`config.mk`:
```
export PLATFORM = sky130hd
export DESIGN_NAME = adcsq_top
export DESIGN_NICKNAME = d
export VERILOG_FILES = /design/src/pkg/adcsq_pkg.sv /design/src/rtl/adcsq_clkdiv.sv /design/src/rtl/adcsq_top.sv
export SDC_FILE = /design/constraint.sdc
export NUM_CORES = 1
export LEC_CHECK = 0
export ABC_CLOCK_PERIOD_IN_PS = 3180
export BUFFER_PORTS_ARGS = -buffer_cell sky130_fd_sc_hd__buf_2
export CORE_MARGIN = 2
export CORE_UTILIZATION = 51
export DETAILED_ROUTE_END_ITERATION = 12
export PLACE_DENSITY = 0.81
export SYNTH_ARGS = -nofsm -noshare
export SYNTH_HDL_FRONTEND = slang
export SYNTH_SLANG_ARGS = --single-unit
```
`constraint.sdc`:
```
create_clock -name pclk -period 3.18 [get_ports pclk]
set_clock_uncertainty 0.15 [all_clocks]
set_input_delay 0.477 -clock pclk [delete_from_list [all_inputs] [get_ports pclk]]
set_output_delay 0.477 -clock pclk [all_outputs]
set_load 0.1 [all_outputs]
```
`src/pkg/adcsq_pkg.sv`:
```
// Functional notes
// Pin select bit set makes pin analog
// Analog pin drops its pull-up
// Analog pin overrides port direction
// Software programs clock divider before converting
// Power-off bit low enables converter
// Channel select routes one analog input
// Software enables interrupts, or polls instead
// Start pulse 0-1-0 begins conversion
// Done flag falls low, result readable
// Vector only if enabled, stack not full
// Conversion takes sixteen converter clocks
// Conversion runs on without the processor
// No analog pins powers converter down
// Power-off bit forces converter down
// Result is 12-bit unsigned code
// Code transitions shifted half step down
// Start held high holds converter reset
// Every completion sets interrupt request flag
// Divider select decode, 011 and 111 undefined
// Result bytes stable, fixed split alignment
package adcsq_pkg;
  // APB register byte offsets
  localparam logic [7:0] ADDR_CTRL = 8'h00;
  localparam logic [7:0] ADDR_CLKPWR = 8'h04;
  localparam logic [7:0] ADDR_RES_LO = 8'h08;
  localparam logic [7:0] ADDR_RES_HI = 8'h0c;
  localparam logic [7:0] ADDR_IRQ = 8'h10;
  localparam logic [7:0] ADDR_PORT = 8'h14;
  // Control register fields
  localparam int CTRL_START_BIT = 7;
  localparam int CTRL_DONE_BIT = 6;
  localparam int CTRL_PINSEL_LSB = 2;
  localparam int CTRL_CHAN_LSB = 0;
  // Clock/power register fields
  localparam int CP_POWER_OFF_BIT = 6;
  localparam int CP_DIV_LSB = 0;
  // Irq register fields
  localparam int IRQ_GLOBAL_BIT = 0;
  localparam int IRQ_MULTI_BIT = 1;
  localparam int IRQ_CONV_EN_BIT = 2;
  localparam int IRQ_FLAG_BIT = 3;
  // Port register fields
  localparam int PORT_DIR_LSB = 0;
  localparam int PORT_PULL_LSB = 4;
  localparam int PORT_OUT_LSB = 8;
  // Reset values
  localparam logic [2:0] DIV_RESET = 3'h0;
  localparam logic POWER_OFF_RESET = 1'b0;
  localparam logic [3:0] DIR_RESET = 4'hf;
  // Conversion length in converter clocks
  localparam logic [4:0] CONV_CLOCKS = 5'h10;
  localparam int RESULT_W = 12;
  localparam logic [11:0] CODE_FULL = 12'hfff;
  // Divider ratio codes
  localparam logic [2:0] DIV_2 = 3'h0;
  localparam logic [2:0] DIV_8 = 3'h1;
  localparam logic [2:0] DIV_32 = 3'h2;
  localparam logic [2:0] DIV_1 = 3'h4;
  localparam logic [2:0] DIV_4 = 3'h5;
  localparam logic [2:0] DIV_16 = 3'h6;
  // Conversion sequence, Gray along idle-armed-busy
  typedef enum logic [1:0] {
    ADCSQ_IDLE = 2'b00,
    ADCSQ_ARMED = 2'b01,
    ADCSQ_BUSY = 2'b11
  } adcsq_state_t;
endpackage

```
`src/rtl/adcsq_clkdiv.sv`:
```
`timescale 1ns/10ps
`default_nettype none
module adcsq_clkdiv (
  // Clock and reset
  input wire logic pclk,
  input wire logic presetn,
  // Control
  input wire logic run,
  input wire logic [2:0] div_sel,
  // Converter clock tick
  output logic tick
);
  typedef struct packed {
    logic [4:0] cnt;
    logic tick;
  } adcsq_div_t;

  adcsq_div_t s_reg, s_next;

  // Terminal count for each divider ratio, undefined codes stop the clock
  function automatic logic [5:0] adcsq_term(input logic [2:0] sel);
    logic [5:0] t;
    t = 6'h00;
    case (sel)
      adcsq_pkg::DIV_1: t = 6'h01;
      adcsq_pkg::DIV_2: t = 6'h02;
      adcsq_pkg::DIV_4: t = 6'h04;
      adcsq_pkg::DIV_8: t = 6'h08;
      adcsq_pkg::DIV_16: t = 6'h10;
      adcsq_pkg::DIV_32: t = 6'h20;
      default: t = 6'h00;
    endcase
    return t;
  endfunction

  // Divider counter, restarted whenever the converter is not running
  always_comb begin
    logic [5:0] term;
    term = adcsq_term(div_sel);
    s_next = s_reg;
    s_next.tick = 1'b0;
    if (!run || term == 6'h00) begin
      s_next.cnt = 5'h00;
    end else if ({1'b0, s_reg.cnt} == term - 6'h01) begin
      s_next.cnt = 5'h00;
      s_next.tick = 1'b1;
    end else begin
      s_next.cnt = s_reg.cnt + 5'h01;
    end
  end

  always_ff @(posedge pclk or negedge presetn) begin
    if (!presetn) begin
      s_reg <= '0;
    end else begin
      s_reg <= s_next;
    end
  end

  assign tick = s_reg.tick;
endmodule
`default_nettype wire

```
`src/rtl/adcsq_top.sv`:
```
// Implementation choices: the placing of the registers and the APB interface to the registers.
`timescale 1ns/10ps
`default_nettype none
module adcsq_top (
  // APB slave
  input wire logic pclk,
  input wire logic presetn,
  input wire logic psel,
  input wire logic penable,
  input wire logic pwrite,
  input wire logic [7:0] paddr,
  input wire logic [31:0] pwdata,
  output logic [31:0] prdata,
  output logic pready,
  output logic pslverr,
  // Analog front end
  input wire logic [11:0] sar_code,
  output logic [1:0] analog_channel,
  output logic converter_power_on,
  output logic sample_hold,
  // Shared port pins
  input wire logic [3:0] pin_in,
  output logic [3:0] pin_out,
  output logic [3:0] pin_oe,
  output logic [3:0] pin_pullup_en,
  output logic [3:0] pin_analog_en,
  output logic [3:0] port_data_in,
  // Interrupt handshake with the core
  input wire logic stack_full,
  input wire logic irq_ack,
  output logic irq_request
);
  typedef struct packed {
    adcsq_pkg::adcsq_state_t state;
    logic start;
    logic done_n;
    logic [3:0] analog_pin_select;
    logic [1:0] channel_select;
    logic [2:0] conv_clock_divider_sel;
    logic converter_power_off;
    logic global_irq_enable;
    logic multi_function_irq_enable;
    logic converter_irq_enable;
    logic irq_flag;
    logic [3:0] port_direction_ctrl;
    logic [3:0] pullup_ctrl;
    logic [3:0] port_out;
    logic [4:0] clocks;
    logic [11:0] result;
    logic [31:0] rdata;
  } adcsq_regs_t;

  adcsq_regs_t s_reg, s_next;
  logic powered;
  logic tick;
  logic wr_en;
  logic rd_en;
  logic addr_ok;

  // Converter is powered only with analog pins chosen and power-off low
  assign powered = !s_reg.converter_power_off && (s_reg.analog_pin_select != 4'h0);

  // Converter clock divider runs only during a conversion
  adcsq_clkdiv u_div (
    .pclk(pclk),
    .presetn(presetn),
    .run(s_reg.state == adcsq_pkg::ADCSQ_BUSY),
    .div_sel(s_reg.conv_clock_divider_sel),
    .tick(tick)
  );

  // Zero-wait access; read data is fetched in the setup phase so that the
  // flopped prdata already stands when the master samples the access edge
  assign wr_en = psel && penable && pwrite;
  assign rd_en = psel && !penable && !pwrite;
  assign pready = 1'b1;

  // Decode of the mapped offsets
  function automatic logic adcsq_mapped(input logic [7:0] a);
    logic ok;
    ok = 1'b0;
    if (a == adcsq_pkg::ADDR_CTRL) begin
      ok = 1'b1;
    end else if (a == adcsq_pkg::ADDR_CLKPWR) begin
      ok = 1'b1;
    end else if (a == adcsq_pkg::ADDR_RES_LO) begin
      ok = 1'b1;
    end else if (a == adcsq_pkg::ADDR_RES_HI) begin
      ok = 1'b1;
    end else if (a == adcsq_pkg::ADDR_IRQ) begin
      ok = 1'b1;
    end else if (a == adcsq_pkg::ADDR_PORT) begin
      ok = 1'b1;
    end
    return ok;
  endfunction

  assign addr_ok = adcsq_mapped(paddr);
  assign pslverr = psel && penable && !addr_ok;

  // Read mux value for the current address
  function automatic logic [31:0] adcsq_read(input adcsq_regs_t r, input logic [7:0] a);
    logic [31:0] d;
    d = 32'h0000_0000;
    if (a == adcsq_pkg::ADDR_CTRL) begin
      d[adcsq_pkg::CTRL_START_BIT] = r.start;
      d[adcsq_pkg::CTRL_DONE_BIT] = r.done_n;
      d[adcsq_pkg::CTRL_PINSEL_LSB +: 4] = r.analog_pin_select;
      d[adcsq_pkg::CTRL_CHAN_LSB +: 2] = r.channel_select;
    end else if (a == adcsq_pkg::ADDR_CLKPWR) begin
      d[adcsq_pkg::CP_POWER_OFF_BIT] = r.converter_power_off;
      d[adcsq_pkg::CP_DIV_LSB +: 3] = r.conv_clock_divider_sel;
    end else if (a == adcsq_pkg::ADDR_RES_LO) begin
      d[7:0] = r.result[7:0];
    end else if (a == adcsq_pkg::ADDR_RES_HI) begin
      d[3:0] = r.result[11:8];
    end else if (a == adcsq_pkg::ADDR_IRQ) begin
      d[adcsq_pkg::IRQ_GLOBAL_BIT] = r.global_irq_enable;
      d[adcsq_pkg::IRQ_MULTI_BIT] = r.multi_function_irq_enable;
      d[adcsq_pkg::IRQ_CONV_EN_BIT] = r.converter_irq_enable;
      d[adcsq_pkg::IRQ_FLAG_BIT] = r.irq_flag;
    end else if (a == adcsq_pkg::ADDR_PORT) begin
      d[adcsq_pkg::PORT_DIR_LSB +: 4] = r.port_direction_ctrl;
      d[adcsq_pkg::PORT_PULL_LSB +: 4] = r.pullup_ctrl;
      d[adcsq_pkg::PORT_OUT_LSB +: 4] = r.port_out;
    end
    return d;
  endfunction

  // Next state: register writes, start protocol and conversion sequence
  always_comb begin
    logic new_start;
    logic done_evt;
    new_start = s_reg.start;
    done_evt = 1'b0;
    s_next = s_reg;
    if (rd_en && addr_ok) begin
      s_next.rdata = adcsq_read(s_reg, paddr);
    end
    if (wr_en) begin
      if (paddr == adcsq_pkg::ADDR_CTRL) begin
        new_start = pwdata[adcsq_pkg::CTRL_START_BIT];
        s_next.start = new_start;
        s_next.analog_pin_select = pwdata[adcsq_pkg::CTRL_PINSEL_LSB +: 4];
        s_next.channel_select = pwdata[adcsq_pkg::CTRL_CHAN_LSB +: 2];
      end else if (paddr == adcsq_pkg::ADDR_CLKPWR) begin
        s_next.converter_power_off = pwdata[adcsq_pkg::CP_POWER_OFF_BIT];
        s_next.conv_clock_divider_sel = pwdata[adcsq_pkg::CP_DIV_LSB +: 3];
      end else if (paddr == adcsq_pkg::ADDR_IRQ) begin
        s_next.global_irq_enable = pwdata[adcsq_pkg::IRQ_GLOBAL_BIT];
        s_next.multi_function_irq_enable = pwdata[adcsq_pkg::IRQ_MULTI_BIT];
        s_next.converter_irq_enable = pwdata[adcsq_pkg::IRQ_CONV_EN_BIT];
        // Software may clear the request flag; writing one has no effect
        if (!pwdata[adcsq_pkg::IRQ_FLAG_BIT]) begin
          s_next.irq_flag = 1'b0;
        end
      end else if (paddr == adcsq_pkg::ADDR_PORT) begin
        s_next.port_direction_ctrl = pwdata[adcsq_pkg::PORT_DIR_LSB +: 4];
        s_next.pullup_ctrl = pwdata[adcsq_pkg::PORT_PULL_LSB +: 4];
        s_next.port_out = pwdata[adcsq_pkg::PORT_OUT_LSB +: 4];
      end
    end
    // Sequencer: rise resets, fall starts, sixteen ticks convert
    case (s_reg.state)
      adcsq_pkg::ADCSQ_IDLE: begin
        if (!s_reg.start && new_start) begin
          s_next.state = adcsq_pkg::ADCSQ_ARMED;
        end
      end
      adcsq_pkg::ADCSQ_ARMED: begin
        s_next.done_n = 1'b1;
        if (!new_start && powered) begin
          s_next.state = adcsq_pkg::ADCSQ_BUSY;
          s_next.clocks = 5'h00;
        end else if (!new_start) begin
          s_next.state = adcsq_pkg::ADCSQ_IDLE;
        end
      end
      adcsq_pkg::ADCSQ_BUSY: begin
        if (new_start) begin
          s_next.state = adcsq_pkg::ADCSQ_ARMED;
        end else if (!powered) begin
          s_next.state = adcsq_pkg::ADCSQ_IDLE;
        end else if (tick) begin
          if (s_reg.clocks == adcsq_pkg::CONV_CLOCKS - 5'h01) begin
            s_next.state = adcsq_pkg::ADCSQ_IDLE;
            done_evt = 1'b1;
          end else begin
            s_next.clocks = s_reg.clocks + 5'h01;
          end
        end
      end
      default: s_next.state = adcsq_pkg::ADCSQ_IDLE;
    endcase
    // Completion latches the code and flags the end; the set beats a clear
    if (done_evt) begin
      s_next.result = sar_code;
      s_next.done_n = 1'b0;
      s_next.irq_flag = 1'b1;
    end
    // Core acknowledge clears the flag unless a new completion arrives
    if (irq_ack && irq_request && !done_evt) begin
      s_next.irq_flag = 1'b0;
      s_next.global_irq_enable = 1'b0;
    end
  end

  always_ff @(posedge pclk or negedge presetn) begin
    if (!presetn) begin
      s_reg <= '0;
      s_reg.state <= adcsq_pkg::ADCSQ_IDLE;
      s_reg.done_n <= 1'b1;
      s_reg.conv_clock_divider_sel <= adcsq_pkg::DIV_RESET;
      s_reg.converter_power_off <= adcsq_pkg::POWER_OFF_RESET;
      s_reg.port_direction_ctrl <= adcsq_pkg::DIR_RESET;
    end else begin
      s_reg <= s_next;
    end
  end

  // Bus outputs
  assign prdata = s_reg.rdata;

  // Analog front-end controls; the quantiser offset lives in the analog macro
  assign analog_channel = s_reg.channel_select;
  assign converter_power_on = powered;
  assign sample_hold = (s_reg.state == adcsq_pkg::ADCSQ_BUSY);

  // Pin muxing: analog use wins over direction and pull-up settings
  assign pin_analog_en = s_reg.analog_pin_select;
  assign pin_oe = s_reg.port_direction_ctrl & ~s_reg.analog_pin_select;
  assign pin_pullup_en = s_reg.pullup_ctrl & ~s_reg.analog_pin_select;
  assign pin_out = s_reg.port_out;
  assign port_data_in = pin_in & ~s_reg.analog_pin_select;

  // Vector request gated by all enables and a free stack slot
  assign irq_request = s_reg.irq_flag && s_reg.converter_irq_enable
    && s_reg.multi_function_irq_enable && s_reg.global_irq_enable && !stack_full;
endmodule
`default_nettype wire

```
# After elaboration in Yosys (flattened, before gate mapping)
# Cells that the tools add are included.
# word_totals
register_bits	65
# classes
addsub	3
eq_ne	28
muxes	63
n_bitwise	7
n_reduce_logical	44
# op_table
cell	n
12-bit two-way mux	9
16-bit two-way mux	3
5-bit two-way mux	8
6-bit case mux with 6 select lines	1
8-bit two-way mux	4
1-bit two-way mux	22
4-bit two-way mux	5
8-bit by 4-bit equality test with 1-bit output (second input constant)	2
8-bit by 5-bit equality test with 1-bit output (second input constant)	2
1-bit logical AND	15
2-bit two-way mux	7
4-bit bitwise AND	3
2-bit inequality test (second input constant)	6
4-bit AND reduction	3
5-bit by 1-bit adder with 5-bit output (second input constant)	2
5-bit case mux with 2 select lines	1
5-bit AND reduction	2
3-bit equality test (second input constant)	3
1-bit logical NOT	9
3-bit by 1-bit inequality test with 1-bit output (second input constant)	3
8-bit by 3-bit equality test with 1-bit output (second input constant)	1
8-bit logical NOT	1
4-bit inequality test (second input constant)	2
2-bit nonzero test	4
other kinds (22)	27

# Longest topological paths before layout
# Gate-level depths: netlist (run 1).
# depth
word_depth	14
ltp_mapped	9
ltp_nobuf	8

# Modules after synthesis
# A second synthesis (run 1) with hierarchy kept.
# hier_totals
hier_cells	340
hier_area_um2	3609.7
# modules_own_cells
mod	n_inst	cells_per_inst	area_per_inst_um2
adcsq_top	1	303	3254.4
adcsq_clkdiv	1	37	355.3

# Worst setup path before layout (run 1)
# No wires, ideal clock.
# synth_timing
path_type	input-to-output
startpoint	input port paddr[4]
endpoint	output port pslverr
arrival_ns	2.326
t_required_ns	2.553
slack_ns	0.227
cell_stages	3
path_cell_list	clkbuf_1 -> nand2_1 -> a21oi_1
# synth_via
elab_chain_cells	9
elab_cells_between_ends	14
# synth_rtl
item	line_no	rtl
start, declared	adcsq_top.sv:11	input wire logic [7:0] paddr,
8-bit by 5-bit equality test with 1-bit output	adcsq_top.sv:92	end else if (a == adcsq_pkg::ADDR_PORT) begin
1-bit two-way mux	adcsq_top.sv:92	
1-bit two-way mux	adcsq_top.sv:90	end else if (a == adcsq_pkg::ADDR_IRQ) begin
1-bit two-way mux	adcsq_top.sv:88	end else if (a == adcsq_pkg::ADDR_RES_HI) begin
1-bit two-way mux	adcsq_top.sv:86	end else if (a == adcsq_pkg::ADDR_RES_LO) begin
1-bit two-way mux	adcsq_top.sv:84	end else if (a == adcsq_pkg::ADDR_CLKPWR) begin
1-bit two-way mux (*)	adcsq_top.sv:82	if (a == adcsq_pkg::ADDR_CTRL) begin
1-bit logical NOT (*)	adcsq_top.sv:99	assign pslverr = psel && penable && !addr_ok;
1-bit logical AND (*)	adcsq_top.sv:99	
end, declared	adcsq_top.sv:15	output logic pslverr,
# Every way passes the cells marked *; elsewhere a longest branch is shown, timed or not.

# Worst setup path in the final report (run 1)
# layout_timing
startpoint	register s_reg, in the netlist pin_analog_en[0]
endpoint	output port converter_power_on
# layout_via
elab_chain_cells	2
# layout_rtl
item	line_no	rtl
start, declared	adcsq_top.sv:53	adcsq_regs_t s_reg, s_next;
start signal, assigned	adcsq_top.sv:217	s_reg <= s_next;
4-bit nonzero test	adcsq_top.sv:61	assign powered = !s_reg.converter_power_off && (s_reg.analog_pin_select != 4'h0);
1-bit logical AND	adcsq_top.sv:61	
end, declared	adcsq_top.sv:19	output logic converter_power_on,
# Every way passes these cells.

==> results of run 1 <==
-- per-layer routing --
metal  track usage  up-vias
met3       0.06903       17
met1        0.3026     1330
met4       0.06612        0
met5             0        -
met2        0.3236      109
li1              -     1295
-- power groups by stage --
stage / clock network (mW) / logic, mW / registers, mW
2_1_floorplan: 0 / 0.248 / 0.853
3_3_place_gp: 0 / 0.287 / 0.856
3_5_place_dp: 0 / 0.290 / 0.856
4_1_cts: 0.804 / 0.291 / 0.840
5_1_grt: 0.844 / 0.305 / 0.841
6_report: 0.793 / 0.290 / 0.841
-- cell families (layout without fill, tap and decap cells) --
logic type,after synthesis,in the layout,synth area share
flops,65,65,0.4462
buf+inv,61,107,0.1108
other cells,2,21,0.002052
xor+xnor,6,6,0.01436
compound gates,56,56,0.1036
mux,45,45,0.1474
fa+ha+maj,4,4,0.01368
simple gates,109,109,0.1621
-- metrics by stage --
stage	total power, mW	hold slack, ns
after floorplan	1.101	0.03141
after global placement	1.142	0.3066
after detailed placement	1.146	0.3107
after CTS	1.935	0.06016
after global routing	1.990	0.1040
final	1.924	0.04491
-- how the worst max path moves through the flow --
stage	startpoint	endpoint	slack (ns)	depth (start not counted)
2_1_floorplan	paddr[4]	pslverr	0.23	3
3_3_place_gp	paddr[3]	s_reg[32]	0.51	7
3_5_place_dp	paddr[3]	s_reg[33]	0.44	7
4_1_cts	pin_analog_en[0]	converter_power_on	0.71	3
5_1_grt	s_reg[67]	u_div.tick	0.63	8
6_report	pin_analog_en[0]	converter_power_on	0.69	3
-- cells in the mapped netlist, types with 4 or more instances --
| master | instances |
|---|---|
| o21ai_0 | 13 |
| mux2_4 | 7 |
| nand2b_1 | 8 |
| dfrtp_1 | 60 |
| a21oi_1 | 10 |
| clkbuf_1 | 9 |
| nand4_1 | 4 |
| xnor2_1 | 4 |
| ha_1 | 4 |
| inv_1 | 6 |
| buf_4 | 43 |
| o31ai_1 | 4 |
| nor2_1 | 23 |
| nor2b_1 | 15 |
| nand3_1 | 6 |
| dfstp_2 | 5 |
| mux2_2 | 33 |
| mux2i_1 | 4 |
| and3_1 | 4 |
| nand2_1 | 30 |
-- final cells by class --
cell class / instances / area (sq um)
inverters: 6 / 22.52
fillers: 587 / 2720
multi-input cells: 241 / 1693
flip-flops and latches: 65 / 1633
well taps: 96 / 120.1
clock inverters: 4 / 75.07
clock buffers: 12 / 155.1
repair buffers: 85 / 450.4
==> qor.log, run 1 <==
[place] Area after DPL 3919 sq um
[clocking] CTS tree yes
[setup_path] Max Fanout on Critical Path 7
[routing] DRT met1 WL 3.417 mm
[final_layout] most frequent cells in the layout buf_2, dfrtp_1, mux2_2
[grt] global-route wire length before repair 12.82 mm
[yosys] main flop type after synthesis dfrtp_1
[final_layout] Non-Filler Instances 509
[yosys] portion of the post-synthesis area used by sequential elements 0.4462
[place] number of cells in the design after placement 493
[grt] maximum number of pins on one net before global-route repair 34
[clocking] number of resized instances in the post-cts repair step 0
[routing] post-route ant nets 0
[grt] antenna violations before repair 0
[place] Detailed Place HPWL 6.070 mm
[worst_hold_path] classification of the worst-slack hold path in2async
[sta] Final Max Slew Viols 0
[routing] wire length per cell 15.57 um
[final_layout] signed area change from the synthesized netlist to the final layout 13.37%
[die] number of top-level pins 122
[sta] number of hold-slack violations in the final timing report 0
[grt] grt total ovfl 0
[routing] DR WL met2 3.729 mm
[setup_path] Setup crit start kind flip-flop
[final_layout] fin area 4149 sq um
[final_layout] max reg flops 37
[routing] total detailed-routing wirelength 7.923 mm
[yosys] top-area cell type share of the netlist area 0.4103
[pwr] Net Switching 0.5556 mW
[grt] vias in the first global route 2594
[setup_path] kind of critical path reg2out
[pwr] Max IR drop VDD 0.3078 mV
[clocking] number of setup buffers added after CTS 0
[setup_path] delay-heaviest family, CP simple AND/OR/NAND/NOR gates
[clocking] worst skew pair latency 0.35 ns
[routing] DR WL met3 616 um
[clocking] CTS root buffer clkbuf_8
[setup_path] worst-path cell with the longest stage delay nor4_1
[die] horizontal die dimension 88.71 um
[yosys] synth top area cells dfrtp_1, mux2_2, buf_4, dfstp_2, nand2_1
[die] vertical extent of the die 88.71 um
[setup_path] combined buffer and inverter count along the critical path 1
[pwr] Int Pwr 1.368 mW
[place] number of buffers inserted by port buffering 80
[sta] unrepaired setup endpoints after global routing false
[clocking] H-tree Lvls 3
[setup_path] kind of end point of the critical path output pin
[routing] number of detailed-routing iterations run before antenna repair 4
[sta] setup total negative slack 0 ns
[setup_path] endpoint arrival time on the critical path 1.86 ns
[die] cell row count 30
[final_layout] Post-layout nets 475
[final_layout] number of diodes 0
[final_layout] most common cell after layout, fill and taps aside buf_2
[yosys] share of synthesized registers carrying an async set or reset 1.000
[outcome] outcome complete, no violations
[pwr] clock group share of total power 0.412
[yosys] average cell area after synthesis 10.52 sq um
[yosys] Gate Count Post-Synth 348
[grt] global-route total usage across every layer 0.2166
[sta] Slew HR 0.4912
[clocking] clock slew at reported path FFs 0.07 ns
[yosys] combined area of all synthesized cells 3660 sq um
[yosys] top cell type by total area after synthesis dfrtp_1
[place] pre-CTS WS 0.4385 ns
[sta] Worst-Margin Slew 0.7632 ns
[routing] DRC violations left 0
[die] area of the die 7869 sq um
[sta] share of the clock period used by the worst path after layout 0.7825
[clocking] number of CTS-inserted buffers 9
[setup_path] start of the worst register-to-register path s_reg[67]
[pwr] Reg power frac 0.437
[flow_run] max-cap check violation count 0
[routing] top routing layer in use met4
[die] starting density of the core 0.5328
[sta] Period minus WS final 2.488 ns
[pwr] cell area power density 463.6 nW/um^2
[place] weighted congestion reported at the end of routability-driven placement 0.8915
[setup_path] required time of the worst setup path 2.55 ns
[setup_path] crit path cell chain nor4_1 -> nor2_1 -> buf_2
[routing] number of vias after detailed routing 2751
[clocking] Clock Sinks 65
[final_layout] final core utilization 0.6040
[yosys] number of synthesized flops with an enable pin 0
[routing] average via count per standard cell 5.405
[yosys] number of distinct library cell variants in the gate-level netlist after synthesis 53
[clocking] clk buf depth 2
[final_layout] proportion of layout cells with a drive suffix above 1 0.3680
[sta] setup ws final 0.6915 ns
[setup_path] Reg-to-Reg End u_div.tick
[setup_path] stage delay of the slowest cell on the critical path 0.56 ns
[pwr] part of the total power dissipated in combinational logic 0.151
[clocking] CTS Hold Buffers Added 0
[die] floorplan core area 6869 sq um
[yosys] Synthesis Warnings 0
[setup_path] FF-to-FF setup slack 0.79 ns
[yosys] number of register bits inferred by synthesis 65
[sta] final setup violation count 0
[sta] maximum frequency from static timing analysis 401.9 MHz
[pwr] Sw Share 0.2888
[pwr] leakage power 2.170 nW
[setup_path] R2R cell count 8
[routing] drt first-iter violations 282
No activity file was read; power rests on OpenSTA's default activity.
==> run 2, diff against run 1 <==
--- a/config.mk
+++ b/config.mk
@@ -5,12 +5,13 @@
 export SDC_FILE = /design/constraint.sdc
 export NUM_CORES = 1
 export LEC_CHECK = 0
-export ABC_CLOCK_PERIOD_IN_PS = 3180
+export ABC_AREA = 1
+export ABC_CLOCK_PERIOD_IN_PS = 2300
 export BUFFER_PORTS_ARGS = -buffer_cell sky130_fd_sc_hd__buf_2
 export CORE_MARGIN = 2
 export CORE_UTILIZATION = 51
 export DETAILED_ROUTE_END_ITERATION = 12
-export PLACE_DENSITY = 0.81
+export PLACE_DENSITY = 0.8
 export SYNTH_ARGS = -nofsm -noshare
 export SYNTH_HDL_FRONTEND = slang
 export SYNTH_SLANG_ARGS = --single-unit
==> constraint.sdc (replaced) <==
create_clock -name pclk -period 2.3 [get_ports pclk]
set_clock_uncertainty 0.15 [all_clocks]
set_input_delay 0.345 -clock pclk [delete_from_list [all_inputs] [get_ports pclk]]
set_output_delay 0.345 -clock pclk [all_outputs]
set_load 0.1 [all_outputs]
==> qor.log, run 2 <==
[setup_path] start of the worst register-to-register path s_reg[44]
[grt] global-route total usage across every layer 0.2215 [+0.004900]
[yosys] number of distinct library cell variants in the gate-level netlist after synthesis 34 [-36%]
[place] Detailed Place HPWL 6.202 mm [+2.2%]
[setup_path] kind of end point of the critical path output pin
[worst_hold_path] hold path startpoint sar_code[8]
[clocking] clk buf depth 2 [unchanged]
[yosys] Gate Count Post-Synth 485 [+39%]
[die] floorplan core area 7176 sq um [+4.5%]
[final_layout] signed area change from the synthesized netlist to the final layout 14.25%
[die] area of the die 8016 sq um [+1.9%]
[final_layout] proportion of layout cells with a drive suffix above 1 0.2410 [-0.1270]
[clocking] number of CTS-inserted buffers 9 [unchanged]
[flow_run] max-cap check violation count 0 [unchanged]
[yosys] number of register bits inferred by synthesis 65 [unchanged]
[yosys] top cell type by total area after synthesis dfrtp_1
[grt] vias in the first global route 2993 [+15%]
[yosys] most common cell in the netlist nand2_1
[clocking] number of setup buffers added after CTS 0 [unchanged]
[pwr] Max IR drop VDD 0.3187 mV [+3.6%]
[sta] share of the clock period used by the worst path after layout 0.9642
[grt] maximum number of pins on one net before global-route repair 66 [+94%]
[routing] post-route ant nets 0 [unchanged]
[die] horizontal die dimension 89.53 um [+0.92%]
[yosys] average cell area after synthesis 7.693 sq um [-27%]
[yosys] Synthesis Warnings 0 [unchanged]
[grt] grt total ovfl 0 [unchanged]
[yosys] portion of the post-synthesis area used by sequential elements 0.4376 [-0.008528]
[setup_path] Max Fanout on Critical Path 7 [unchanged]
[final_layout] final core utilization 0.5941 [-0.009936]
[clocking] clock slew at reported path FFs 0.07 ns [about the same]
[die] cell row count 31 [+3.3%]
[setup_path] required time of the worst setup path 1.80 ns [-0.75 ns]
[sta] Period minus WS final 2.218 ns
[setup_path] Crit. Startpoint pin_analog_en[0]
[routing] wire length per cell 12.51 um [-20%]
[grt] global-route wire length before repair 13.47 mm [+5.1%]
[final_layout] fin area 4263 sq um [+2.7%]
[final_layout] Non-Filler Instances 655 [+29%]
[final_layout] Post-layout nets 618 [+30%]
[clocking] Clock Sinks 65 [unchanged]
[yosys] main flop type after synthesis dfrtp_1
[pwr] leakage power 2.359 nW [+8.7%]
[final_layout] most common cell after layout, fill and taps aside nand2_1
[die] number of top-level pins 122 [unchanged]
[sta] number of hold-slack violations in the final timing report 0 [unchanged]
[outcome] outcome complete, no violations
[sta] setup total negative slack 0 ns [unchanged]
[yosys] combined area of all synthesized cells 3731 sq um [+1.9%]
[place] weighted congestion reported at the end of routability-driven placement 0.8449 [-5.2%]
[final_layout] number of diodes 0 [unchanged]
[clocking] CTS tree yes
[routing] average via count per standard cell 4.913 [-9.1%]
[sta] Final Max Slew Viols 0 [unchanged]
[sta] final setup violation count 0 [unchanged]
[die] vertical extent of the die 89.53 um [+0.92%]
[sta] unrepaired setup endpoints after global routing false
[yosys] number of synthesized flops with an enable pin 0 [unchanged]
[place] number of buffers inserted by port buffering 80 [unchanged]
[worst_hold_path] classification of the worst-slack hold path in2reg
[place] number of cells in the design after placement 638 [+29%]
[yosys] top-area cell type share of the netlist area 0.4024 [-0.007842]
[clocking] CTS root buffer clkbuf_8
[sta] Worst-Margin Slew 0.5665 ns [-0.1967 ns]
[yosys] most frequent cells after synthesis nand2_1, dfrtp_1, nor2_1
[sta] maximum frequency from static timing analysis 450.9 MHz
[die] starting density of the core 0.5200 [-0.01282]
[routing] number of vias after detailed routing 3218 [+17%]
[routing] DRC violations left 0 [unchanged]
[clocking] worst skew pair latency 0.34 ns [about the same]
[place] Area after DPL 4024 sq um [+2.7%]
[grt] antenna violations before repair 0 [unchanged]
[routing] total detailed-routing wirelength 8.195 mm [+3.4%]
[final_layout] most frequent cells in the layout nand2_1, buf_2, dfrtp_1
[setup_path] kind of critical path reg2out
[pwr] cell area power density 655.4 nW/um^2 [+41%]
[setup_path] endpoint arrival time on the critical path 1.72 ns [-0.14 ns]
[yosys] share of synthesized registers carrying an async set or reset 1.000 [unchanged]
[routing] number of detailed-routing iterations run before antenna repair 6 [+2]
[routing] drt first-iter violations 192 [-32%]
[final_layout] max reg flops 37 [unchanged]
[yosys] synth top area cells dfrtp_1, nand2_1, buf_4, nor2_1, inv_1
[clocking] H-tree Lvls 3 [unchanged]
[setup_path] Setup crit start kind flip-flop
[sta] Slew HR 0.6214 [+0.1302]
## run 2: critical path: stages, from the launching register on
cell     delay (ns)
dfrtp_1        0.52
nor2_1         0.14
a31oi_4        0.24
buf_2          0.48
## run 2: layout make-up
class,count,area [sq um]
Multi-Input combinational cell,334,1607
Inverter,54,202.7
Timing Repair Buffer,87,467.9
Sequential cell,65,1633
Tap cell,99,123.9
Clock buffer,11,151.4
Clock inverter,5,77.57
Fill cell,645,2913
## run 2: through the flow
step                      power [mW]  hold slack (ns)  setup WS, ns
final                          2.794          0.04220       0.08244
after global routing           2.890          0.05138      0.008882
after CTS                      2.807          0.03385       0.07818
after detailed placement       1.691           0.2374       0.09802
after global placement         1.679           0.2342        0.1466
after floorplan                1.614          -0.1006       0.09846
## run 2: layer usage
| layer | GRT usage | wire length, um | vias up |
|---|---|---|---|
| met1 | 0.2956 | 3649 | 1505 |
| li1 | - | - | 1574 |
| met3 | 0.04524 | 472 | 17 |
| met5 | 0 | 0 | - |
| met2 | 0.3556 | 3911 | 122 |
| met4 | 0.08684 | 161 | 0 |
## run 2: repair_timing
| item | CTS | global route |
|---|---|---|
| endpoints found under the hold margin | 60 | 0 |
| hold buffers | 1 | 0 |
| resized for setup | 0 | 0 |
## run 2: logic make-up (layout without fill, tap and decap cells)
| family | Yosys count | after routing | synth area share |
|---|---|---|---|
| buf+inv | 105 | 157 | 0.1573 |
| simple gates | 251 | 251 | 0.2944 |
| compound gates | 48 | 48 | 0.07176 |
| fa+ha+maj | 4 | 4 | 0.01341 |
| flops | 65 | 65 | 0.4376 |
| xor+xnor | 10 | 10 | 0.02347 |
| other cells | 2 | 21 | 0.002013 |
## run 2: worst paths after layout
path	endpoint	slack (ns)	cells past startpoint
worst max-delay path	converter_power_on	0.08	3
worst min register to register	prdata[8]	0.33	2
worst min-delay path	s_reg[40]	0.04	3
worst max register to register	s_reg[77]	0.29	12
max in group asynchronous	s_reg[59]	1.27	3
min in group asynchronous	s_reg[78]	0.38	3
## run 2: where the power goes
part	internal [mW]	switching (mW)	total [mW]
registers	1.17	0.0278	1.20
logic	0.0957	0.388	0.483
clock network	0.666	0.447	1.11
total	1.93	0.862	2.79
